## src/eeis_pkg.sv

```systemverilog
// Contract
// - Pin edge accepted only after new level holds 15 ns or 50 ns.
// - Edge type code 1 rising, 2 falling, 3 both.
// - Event raised after programmed count of accepted edges, 1 to 255.
// - Source bit 0 CAN one, bit 1 CAN two, bit 3 coprocessor trigger.
// - Source bit 4 selects conditioned pin; default after reset.
// - Other source bits reserved; no source attached to them.
// - CAN enable path and selector share one source; last writer wins.
package eeis_pkg;
  localparam int unsigned CLK_MHZ        = 250;
  localparam int unsigned HOLD_SHORT_NS  = 15;
  localparam int unsigned HOLD_LONG_NS   = 50;
  // Least times round up
  localparam int unsigned HOLD_SHORT_CYC = (HOLD_SHORT_NS * CLK_MHZ + 999) / 1000;
  localparam int unsigned HOLD_LONG_CYC  = (HOLD_LONG_NS * CLK_MHZ + 999) / 1000;
  localparam int unsigned HCNT_W         = 4;
  localparam int unsigned SRC_W          = 32;
  localparam int unsigned SRC_CAN1_BIT   = 0;
  localparam int unsigned SRC_CAN2_BIT   = 1;
  localparam int unsigned SRC_COP_BIT    = 3;
  localparam int unsigned SRC_PIN_BIT    = 4;
  localparam logic [31:0] SRC_RESET      = 32'h0000_0010;
  localparam logic [1:0]  EDGE_RISE      = 2'h1;
  localparam logic [1:0]  EDGE_FALL      = 2'h2;
  localparam logic [1:0]  EDGE_BOTH      = 2'h3;
  localparam logic [7:0]  PRESC_RESET    = 8'h01;
  localparam logic        HOLD_RESET     = 1'h0;
endpackage

```

## src/eeis_top.sv

```systemverilog
`timescale 1ns/1ps
// Event input conditioning and source selection
module eeis_top
  import eeis_pkg::*;
(
  input  wire logic             ref_clk,
  input  wire logic             sys_rst,
  input  wire logic             event_pin,
  input  wire logic             cfg_wr,
  input  wire logic             cfg_hold,
  input  wire logic [1:0]       cfg_edge,
  input  wire logic [7:0]       cfg_presc,
  input  wire logic             sel_wr,
  input  wire logic [SRC_W-1:0] sel_pattern,
  input  wire logic             can_en_wr,
  input  wire logic [SRC_W-1:0] can_en_pattern,
  input  wire logic             can1_evt,
  input  wire logic             can2_evt,
  input  wire logic             cop_trig,
  output logic [SRC_W-1:0]      src_q,
  output logic [7:0]            edge_cnt_q,
  output logic                  main_cpu_event
);
  // Filter outputs and edge counting
  logic             hold_q, hold_d;
  logic             lvl, rise_p, fall_p;
  logic             acc, fire;
  logic [1:0]       edge_q, edge_d;
  logic [7:0]       presc_q, presc_d, cnt_d;

  // Source selection and pulse shaping
  logic [SRC_W-1:0] src_d;
  logic [SRC_W-1:0] src_evt, src_hit;
  logic             evt_q, evt_d;
  logic             pulse_q, pulse_d;

  // Edge decode kept in one place
  function automatic logic edge_take(
    input logic [1:0] code,
    input logic       rise,
    input logic       fall
  );
    logic take;
    case (code)
      EDGE_RISE: take = rise;
      EDGE_FALL: take = fall;
      EDGE_BOTH: take = rise | fall;
      default:   take = 1'b0; // Code zero counts nothing
    endcase
    return take;
  endfunction

  // Glitch filter on the external pin
  eeis_filter u_filt (
    .ref_clk  (ref_clk),
    .sys_rst  (sys_rst),
    .pin_in   (event_pin),
    .hold_sel (hold_q),
    .level_q  (lvl),
    .rise_p   (rise_p),
    .fall_p   (fall_p)
  );

  // Configuration and shared source setting
  always_comb begin
    hold_d  = hold_q;
    edge_d  = edge_q;
    presc_d = presc_q;
    src_d   = src_q;
    if (cfg_wr) begin
      hold_d  = cfg_hold;
      edge_d  = cfg_edge;
      // Zero count would fire on every accepted edge; clamp to one
      presc_d = (cfg_presc == 8'h00) ? PRESC_RESET : cfg_presc;
    end
    // Selector write wins a same-cycle tie; software must not race them
    if (can_en_wr) src_d = can_en_pattern;
    if (sel_wr)    src_d = sel_pattern;
  end

  // Edge qualify and prescale
  always_comb begin
    acc   = edge_take(edge_q, rise_p, fall_p);
    fire  = 1'b0;
    cnt_d = edge_cnt_q;
    if (acc) begin
      if (edge_cnt_q + 8'h01 >= presc_q) begin
        fire  = 1'b1;
        cnt_d = 8'h00;
      end else begin
        cnt_d = edge_cnt_q + 8'h01;
      end
    end
  end

  // Strobe of each source on its own select bit; reserved bits stay dead
  always_comb begin
    src_evt               = '0;
    src_evt[SRC_CAN1_BIT] = can1_evt;
    src_evt[SRC_CAN2_BIT] = can2_evt;
    src_evt[SRC_COP_BIT]  = cop_trig;
    src_evt[SRC_PIN_BIT]  = fire;
  end

  // One gate per select bit; several set bits simply OR together
  for (genvar gi = 0; gi < SRC_W; gi++) begin : g_src
    assign src_hit[gi] = src_q[gi] & src_evt[gi];
  end

  // Registered OR, then a pulse on its rising edge only
  always_comb begin
    evt_d   = |src_hit;
    pulse_d = evt_d & !evt_q;
  end

  // Registers; synchronous reset restores the power-up defaults
  always_ff @(posedge ref_clk) begin
    if (sys_rst) begin
      hold_q     <= HOLD_RESET;
      edge_q     <= EDGE_RISE;
      presc_q    <= PRESC_RESET;
      src_q      <= SRC_RESET;
      edge_cnt_q <= 8'h00;
      evt_q      <= 1'b0;
      pulse_q    <= 1'b0;
    end else begin
      hold_q     <= hold_d;
      edge_q     <= edge_d;
      presc_q    <= presc_d;
      src_q      <= src_d;
      edge_cnt_q <= cnt_d;
      evt_q      <= evt_d;
      pulse_q    <= pulse_d;
    end
  end

  // Sources are treated as strobes; a held source still gives one pulse
  // Driven straight from a flop so the cpu input never sees a glitch
  assign main_cpu_event = pulse_q;

  // Pulse shape and source delivery
  AST_PULSE_ONE: assert property (
    @(posedge ref_clk) disable iff (sys_rst)
    main_cpu_event |=> !main_cpu_event)
    else $error("event longer than one cycle");

  AST_PIN_EVT: assert property (
    @(posedge ref_clk) disable iff (sys_rst)
    (fire && src_q == SRC_RESET && !$past(fire)) |=> main_cpu_event)
    else $error("pin event lost");

  AST_CAN1: assert property (
    @(posedge ref_clk) disable iff (sys_rst)
    (can1_evt && src_q == 32'h0000_0001 && !evt_q) |=> main_cpu_event)
    else $error("can one event lost");

  AST_CAN2: assert property (
    @(posedge ref_clk) disable iff (sys_rst)
    (can2_evt && src_q == 32'h0000_0002 && !evt_q) |=> main_cpu_event)
    else $error("can two event lost");

  AST_COP: assert property (
    @(posedge ref_clk) disable iff (sys_rst)
    (cop_trig && src_q == 32'h0000_0008 && !evt_q) |=> main_cpu_event)
    else $error("coprocessor trigger lost");

  AST_RESERVED: assert property (
    @(posedge ref_clk) disable iff (sys_rst)
    (src_q == 32'h0000_0004) |=> !evt_q)
    else $error("reserved source fired");

  AST_NO_SPURIOUS: assert property (
    @(posedge ref_clk) disable iff (sys_rst)
    (!can1_evt && !can2_evt && !cop_trig && !fire) |=> !main_cpu_event)
    else $error("event without a source strobe");

  // Shared source setting and its default
  AST_RESET_SRC: assert property (
    @(posedge ref_clk)
    sys_rst |=> src_q == SRC_RESET)
    else $error("source not defaulted by reset");

  AST_SHARED: assert property (
    @(posedge ref_clk) disable iff (sys_rst)
    (can_en_wr && !sel_wr) |=> src_q == $past(can_en_pattern))
    else $error("shared source not written");

  AST_SEL_WINS: assert property (
    @(posedge ref_clk) disable iff (sys_rst)
    sel_wr |=> src_q == $past(sel_pattern))
    else $error("selector write lost");

  // Prescaler count, clamp and clearing
  AST_CLAMP: assert property (
    @(posedge ref_clk) disable iff (sys_rst)
    (cfg_wr && cfg_presc == 8'h00) |=> presc_q == PRESC_RESET)
    else $error("zero prescale not clamped");

  AST_PRESC: assert property (
    @(posedge ref_clk) disable iff (sys_rst)
    fire |-> edge_cnt_q + 8'h01 >= presc_q)
    else $error("event before prescale count");

  AST_CNT_STEP: assert property (
    @(posedge ref_clk) disable iff (sys_rst)
    (acc && !fire) |=> edge_cnt_q == $past(edge_cnt_q) + 8'h01)
    else $error("accepted edge not counted");

  AST_CNT_HOLD: assert property (
    @(posedge ref_clk) disable iff (sys_rst)
    !acc |=> $stable(edge_cnt_q))
    else $error("count moved without an edge");

  AST_CNT_CLEAR: assert property (
    @(posedge ref_clk) disable iff (sys_rst)
    fire |=> edge_cnt_q == 8'h00)
    else $error("prescaler not cleared");

  // Edge selection and filtered level
  AST_FALL_ONLY: assert property (
    @(posedge ref_clk) disable iff (sys_rst)
    (edge_q == EDGE_FALL && rise_p) |-> !fire)
    else $error("rising edge counted in falling mode");

  AST_RISE_ONLY: assert property (
    @(posedge ref_clk) disable iff (sys_rst)
    (edge_q == EDGE_RISE && fall_p) |-> !acc)
    else $error("falling edge counted in rising mode");

  AST_NONE_CODE: assert property (
    @(posedge ref_clk) disable iff (sys_rst)
    (edge_q == 2'h0) |-> !fire)
    else $error("event with edge code zero");

  AST_LEVEL_UP: assert property (
    @(posedge ref_clk) disable iff (sys_rst)
    rise_p |=> lvl)
    else $error("rise not taken into level");

  AST_LEVEL_DOWN: assert property (
    @(posedge ref_clk) disable iff (sys_rst)
    fall_p |=> !lvl)
    else $error("fall not taken into level");

  // Main scenarios
  COV_PIN: cover property (@(posedge ref_clk) fire && main_cpu_event == 1'b0);
  COV_COP: cover property (@(posedge ref_clk) src_q[SRC_COP_BIT] && cop_trig);
  COV_BOTH: cover property (@(posedge ref_clk) edge_q == EDGE_BOTH && fall_p);
  COV_SHARED: cover property (@(posedge ref_clk) can_en_wr && !sel_wr);
  COV_PRESC: cover property (@(posedge ref_clk) fire && presc_q > 8'h01);
endmodule // eeis_top

```

## src/eeis_filter.sv

```systemverilog
`timescale 1ns/1ps
// Glitch filter: output follows pin only after stable hold time
module eeis_filter
  import eeis_pkg::*;
(
  input  wire logic ref_clk,
  input  wire logic sys_rst,
  input  wire logic pin_in,
  input  wire logic hold_sel,
  output logic      level_q,
  output logic      rise_p,
  output logic      fall_p
);
  logic [HCNT_W-1:0] cnt_q, cnt_d, need;
  logic              level_d;

  // Count cycles the pin differs from the accepted level
  always_comb begin
    need    = hold_sel ? HCNT_W'(HOLD_LONG_CYC) : HCNT_W'(HOLD_SHORT_CYC);
    cnt_d   = '0;
    level_d = level_q;
    rise_p  = 1'b0;
    fall_p  = 1'b0;
    if (pin_in != level_q) begin
      if (cnt_q + 1'b1 >= need) begin
        level_d = pin_in;
        rise_p  = pin_in;
        fall_p  = !pin_in;
      end else begin
        cnt_d = cnt_q + 1'b1;
      end
    end
  end

  // Counter and accepted level; both cleared by reset
  always_ff @(posedge ref_clk) begin
    if (sys_rst) begin
      cnt_q   <= '0;
      level_q <= 1'b0;
    end else begin
      cnt_q   <= cnt_d;
      level_q <= level_d;
    end
  end

  AST_HOLD_SHORT: assert property (
    @(posedge ref_clk) disable iff (sys_rst)
    (!hold_sel && $changed(level_q)) |-> $past(pin_in, 4) == level_q)
    else $error("pin accepted before short hold");
  AST_HOLD_LONG: assert property (
    @(posedge ref_clk) disable iff (sys_rst)
    (hold_sel && $past(hold_sel, 13) && $changed(level_q))
      |-> $past(pin_in, 13) == level_q)
    else $error("pin accepted before long hold");
endmodule // eeis_filter

```

## config.mk

```make
export PLATFORM = sky130hd
export DESIGN_NAME = eeis_top
export DESIGN_NICKNAME = d
export VERILOG_FILES = /design/src/eeis_pkg.sv /design/src/eeis_top.sv /design/src/eeis_filter.sv
export SDC_FILE = /design/constraint.sdc
export NUM_CORES = 1
export LEC_CHECK = 0
export BUFFER_PORTS_ARGS = -buffer_cell sky130_fd_sc_hd__buf_2
export CORE_UTILIZATION = 51
export DETAILED_ROUTE_END_ITERATION = 8
export PLACE_DENSITY_LB_ADDON = 0.2
export SYNTH_ARGS = -nofsm -noshare
export SYNTH_HDL_FRONTEND = slang
export SYNTH_SLANG_ARGS = --single-unit
```

## constraint.sdc

```tcl
create_clock -name ref_clk -period 7.2 [get_ports ref_clk]
set_clock_uncertainty 0.05 [all_clocks]
set_input_delay 0.36 -clock ref_clk [delete_from_list [all_inputs] [get_ports ref_clk]]
set_output_delay 0.36 -clock ref_clk [all_outputs]
set_load 0.01 [all_outputs]
```

# [Word level (Yosys, flattened, before mapping)]
# Cells that the tools add are included.
# Widths: inputs -> output; s select.
[word_totals] ff_bits=58 out_inout_bits=41 word_cells=43
[classes] add_sub_neg=2 magnitude_cmp=2 eq_ne=4 mux=12 n_bitwise=7 reduce_logical=7
[op_table] op="$mux 32" n=2
[op_table] op="$mux 8" n=2
[op_table] op="$add 8x1->8 const B" n=1
[op_table] op="$ge 8x8->1" n=1
[op_table] op="$logic_not 8->1" n=1
[op_table] op="$mux 1" n=6
[op_table] op="$and 1x1->1" n=5
[op_table] op="$add 4x1->4 const B" n=1
[op_table] op="$eq 2x2->1 const B" n=2
[op_table] op="$ge 4x4->1" n=1
[op_table] op="$mux 4" n=1
[op_table] op="$reduce_or 4->1" n=1
[op_table] op="$pmux 1 s3" n=1
[op_table] op="$reduce_or 3->1" n=1
[op_table] op="$eq 2x1->1 const B" n=1
[op_table] op="$logic_not 1->1" n=2
[op_table] op="$reduce_and 2->1" n=1
[op_table] op="$reduce_bool 2->1" n=1
[op_table] op="$ne 1x1->1" n=1
[op_table] op="$not 1->1" n=1
[op_table] op="$or 1x1->1" n=1

# [Logic depth before layout (Yosys ltp)]
[logic_depth] word_depth=10 depth_mapped=11 ltp_nobuf=10

# [Hierarchy]
# Synthesis repeated with hierarchy kept, for this count alone.
[unflattened] hier_cells=313 hier_area_um2=2803.9
[by_module_without_submodules] module="eeis_top" n_inst=1 cells_per_inst=286 area_per_inst_um2=2498.6 seq_area_each_um2=1061.0
[by_module_without_submodules] module="eeis_filter" n_inst=1 cells_per_inst=27 area_per_inst_um2=305.3 seq_area_each_um2=100.1

# [Worst setup path after synthesis]
# No wires, ideal clock.
[synth_timing] path_type="register to register" startpoint="register edge_cnt_q[0]" endpoint="register edge_cnt_q[3]" t_arrival_ns=2.227 path_slack_ns=4.849 stages_incl_launch_ff=12 n_path_buf=1 synth_period_minus_slack_ns=2.351 cell_sequence="dfxtp_1 > ha_1 > nand3_1 > nor2_1 > xor2_1 > ha_1 > a21o_1 > a21oi_1 > o31a_2 > buf_6 > nand3_1 > a31oi_1"
[synth_between] elab_chain_len=3
[synth_rtl] element="start, declared" line_no="eeis_top.sv:21" rtl="output logic [7:0] edge_cnt_q,"
[synth_rtl] element="start signal, assigned" line_no="eeis_top.sv:131" rtl="edge_cnt_q <= cnt_d;"
[synth_rtl] element="$add 8x1->8 *" line_no="eeis_top.sv:87, eeis_top.sv:91"
[synth_rtl] element="$ge 8x8->1" line_no="eeis_top.sv:87" rtl="if (edge_cnt_q + 8'h01 >= presc_q) begin"
[synth_rtl] element="$mux 8 *" line_no="eeis_top.sv:87"
# Mark *: on every way between the ends. The rest lies on a longest branch, timed or not.
# A chain may end at the register's enable or synchronous reset.

# [Final worst setup path]
[layout_timing] startpoint="register edge_cnt_q[0]" endpoint="register evt_q"
[layout_between] elab_chain_len=6
[layout_rtl] element="$add 8x1->8" line_no="eeis_top.sv:87"
[layout_rtl] element="$ge 8x8->1" line_no="eeis_top.sv:87"
[layout_rtl] element="$mux 1" line_no="eeis_top.sv:87"
[layout_rtl] element="$mux 1" line_no="eeis_top.sv:86" rtl="if (acc) begin"
[layout_rtl] element="$and 1x1->1" line_no="eeis_top.sv:107" rtl="assign src_hit[gi] = src_q[gi] & src_evt[gi];"
[layout_rtl] element="$reduce_or 4->1" line_no="eeis_top.sv:112" rtl="evt_d = |src_hit;"
[layout_rtl] element="end signal, assigned" line_no="eeis_top.sv:132" rtl="evt_q <= evt_d;"
[layout_rtl] element="end, declared" line_no="eeis_top.sv:34" rtl="logic evt_q, evt_d;"
# No other way between the ends.

==> qor.yml <==
grt_max_degree: 64
relSlewSlack_pct: 33.1
async_flop_share_pct: 0
antenna_cells: 0
worstMarginPinSlew_ns: 1.00
clkLatencyLatePin_ns: 0.32
fin_area_mm2: 0.00362
grt_pass1_vias: 2485
tns_ns: 0
startpoint: "edge_cnt_q[0]"
crit_path_max_fanout: 13
netlist_instances: 330
status: "finished clean"
leakage_nw: 1.85
area.growth.synth_to_final_pct: 28.9
finalCriticalPeriod_ns: 2.62
cts_setup_buffers: 0
grt_pass1_wl_um: 11000
post_cts_resized: 0
rows: 26
ys_ff_latch: 58
synth.top_cell.area_share_pct: 41.4
p_per_area_mw_per_mm2: 207
worst_hold_slack_ns: 0.186
drive_gt1_share_pct: 31.6
hold_start: "cfg_edge[0]"
die-area_mm2: 0.00581
fmax_mhz: 381
power_mw: 0.750
crit_type: "reg2reg"
arrival_ns: 2.74
antenna_found_initial: 0
core_mm2: 0.00520
rsz0062_at_grt: "no"
netlist_area_mm2: 0.00281
cts_buffers: 9
dp_hpwl_um: 4760
min_period_over_period_pct: 36.4
wl_met1_um: 2930
end_kind: "flip-flop"
clkTransAtPathRegs_ns: 0.06
routed.top_layer: "met4"
dr.pass1.iters: 4
wl_met2_um: 3060
die_height_um: 76.2
hold_viol_final: 0
syn_area_per_cell_um2: 8.51
synth_nets: 426
ys.warnings.count: 0
yosys-top-cells-area: "dfxtp_1, mux2i_1, nor2_1, a21oi_1, ha_1"
grt_usage_pct: 23.8
clockBufferDepth: 2
drv_slew: 0
cts-root-buf: "clkbuf_8"
cts.hold.buffers_added: 0
drc_errors: 0
tritoncts: "yes"
peakVddDrop_mv: 0.200
fill_cells: 470
worstSetupStartpointType: "flip-flop"
drv_cap: 0
cts_sinks: 58
synth_top_area_cell: "dfxtp_1"
r2r-start: "edge_cnt_q[0]"
portBuffers: 124
totalWireLength_um: 6530
met3WireLength_um: 341
gp_congestion: 0.849
ant_nets: 0
required_ns: 7.32
htreeDepth: 3
viasPerCell: 5.04
wl_per_cell_um: 12.6
route.vias.total: 2623
ys_types: 37
worstHoldPathType: "in2reg"
placed_area_mm2: 0.00342
nets: 541
seq_area_frac_synth_pct: 41.4
die_w_um: 76.2
synth-edff-count: 0
setup_violations: 0
synth_flop_cell: "dfxtp_1"
ios: 125
start_util_pct: 53.9
overflow: 0
drt_iter0_markers: 120
## metal layers
metal	track usage, %	up-vias
met5	0	-
met4	13.7	0
met3	4.31	18
met2	41.0	94
met1	27.6	1157
li1	-	1354
## cell usage after synthesis, drive strengths merged, types with 2 or more instances
master and count:
xor2 5, ha 12, nand4b 2, o31a 2, mux2i 42, a31oi 6, and3 3, a21oi 40
nor2 81, inv 10, buf 11, nor3 3, nand2 13, nand2b 2, xnor2 4, nand3b 3
or2 2, dfxtp 58, nand3 11, clkbuf 9
## stage by stage
stage / setup WS, ns / util, % / instances
2_1_floorplan: 4.85 / - / 330
3_3_place_gp: 4.69 / 65.7 / 504
3_5_place_dp: 4.62 / 65.7 / 504
4_1_cts: 4.58 / 69.5 / 520
5_1_grt: 4.35 / 69.5 / 520
6_report: 4.58 / 69.5 / 520
## sequential cells by signal, indices dropped and copies added, names as in the netlist
name and cells:
main_cpu_event 1, u_filt.cnt_q 4, src_q 32, evt_q 1
edge_q 2, u_filt.level_q 1, presc_q 8, hold_q 1
edge_cnt_q 8
## cell usage in the layout, fill, tap and decap left out, types with 2 or more instances in the layout
| cell type | instances |
|---|---|
| buf_2 | 124 |
| nor2_1 | 81 |
| dfxtp_1 | 58 |
| mux2i_1 | 42 |
| a21oi_1 | 40 |
| nand2_1 | 13 |
| ha_1 | 12 |
| nand3_1 | 11 |
| clkbuf_8 | 11 |
| inv_1 | 10 |
| xor2_1 | 5 |
| a31oi_1 | 5 |
| xnor2_1 | 4 |
| and3_1 | 3 |
| nand3b_1 | 3 |
| clkbuf_1 | 3 |
| nor3_1 | 2 |
| nand2b_1 | 2 |
| nand4b_1 | 2 |
## critical path, stage by stage, from the launching register on
cell and delay [ns]:
dfxtp_1 0.41, ha_1 0.24, nand3_1 0.19, nor2_1 0.19
xor2_1 0.21, ha_1 0.28, a21o_1 0.18, a21oi_1 0.14
o31a_2 0.33, o31a_1 0.22, nor2_1 0.05
## cell type report
cell class	count	area, um^2	area share [%]
clock buffers	14	163	4.49
clock inverters	2	35.0	0.968
inverters	10	37.5	1.04
multi-input cells	242	1520	41.9
flip-flops and latches	58	1160	32.1
well taps	70	87.6	2.42
repair buffers	124	621	17.1
## logic make-up after synthesis
group	Yosys count	synth area share, %
compound gates	53	11.1
xor+xnor	9	2.81
fa+ha+maj	12	5.35
buf+inv	30	4.68
flops	58	41.4
mux	42	15.0
simple gates	126	19.8
## power by group
part           total (mW)  switching (mW)  internal [mW]
clock               0.295           0.117          0.179
sequential          0.347         0.00892          0.338
combinational       0.108          0.0562         0.0517
## worst paths after layout
path / endpoint / slack, ns / depth (start not counted)
min reg2reg: main_cpu_event / 0.35 / 1
max reg2reg: evt_q / 4.58 / 10
max: evt_q / 4.58 / 10
min: edge_q[0] / 0.19 / 2
No activity file was read; power rests on OpenSTA's default activity.
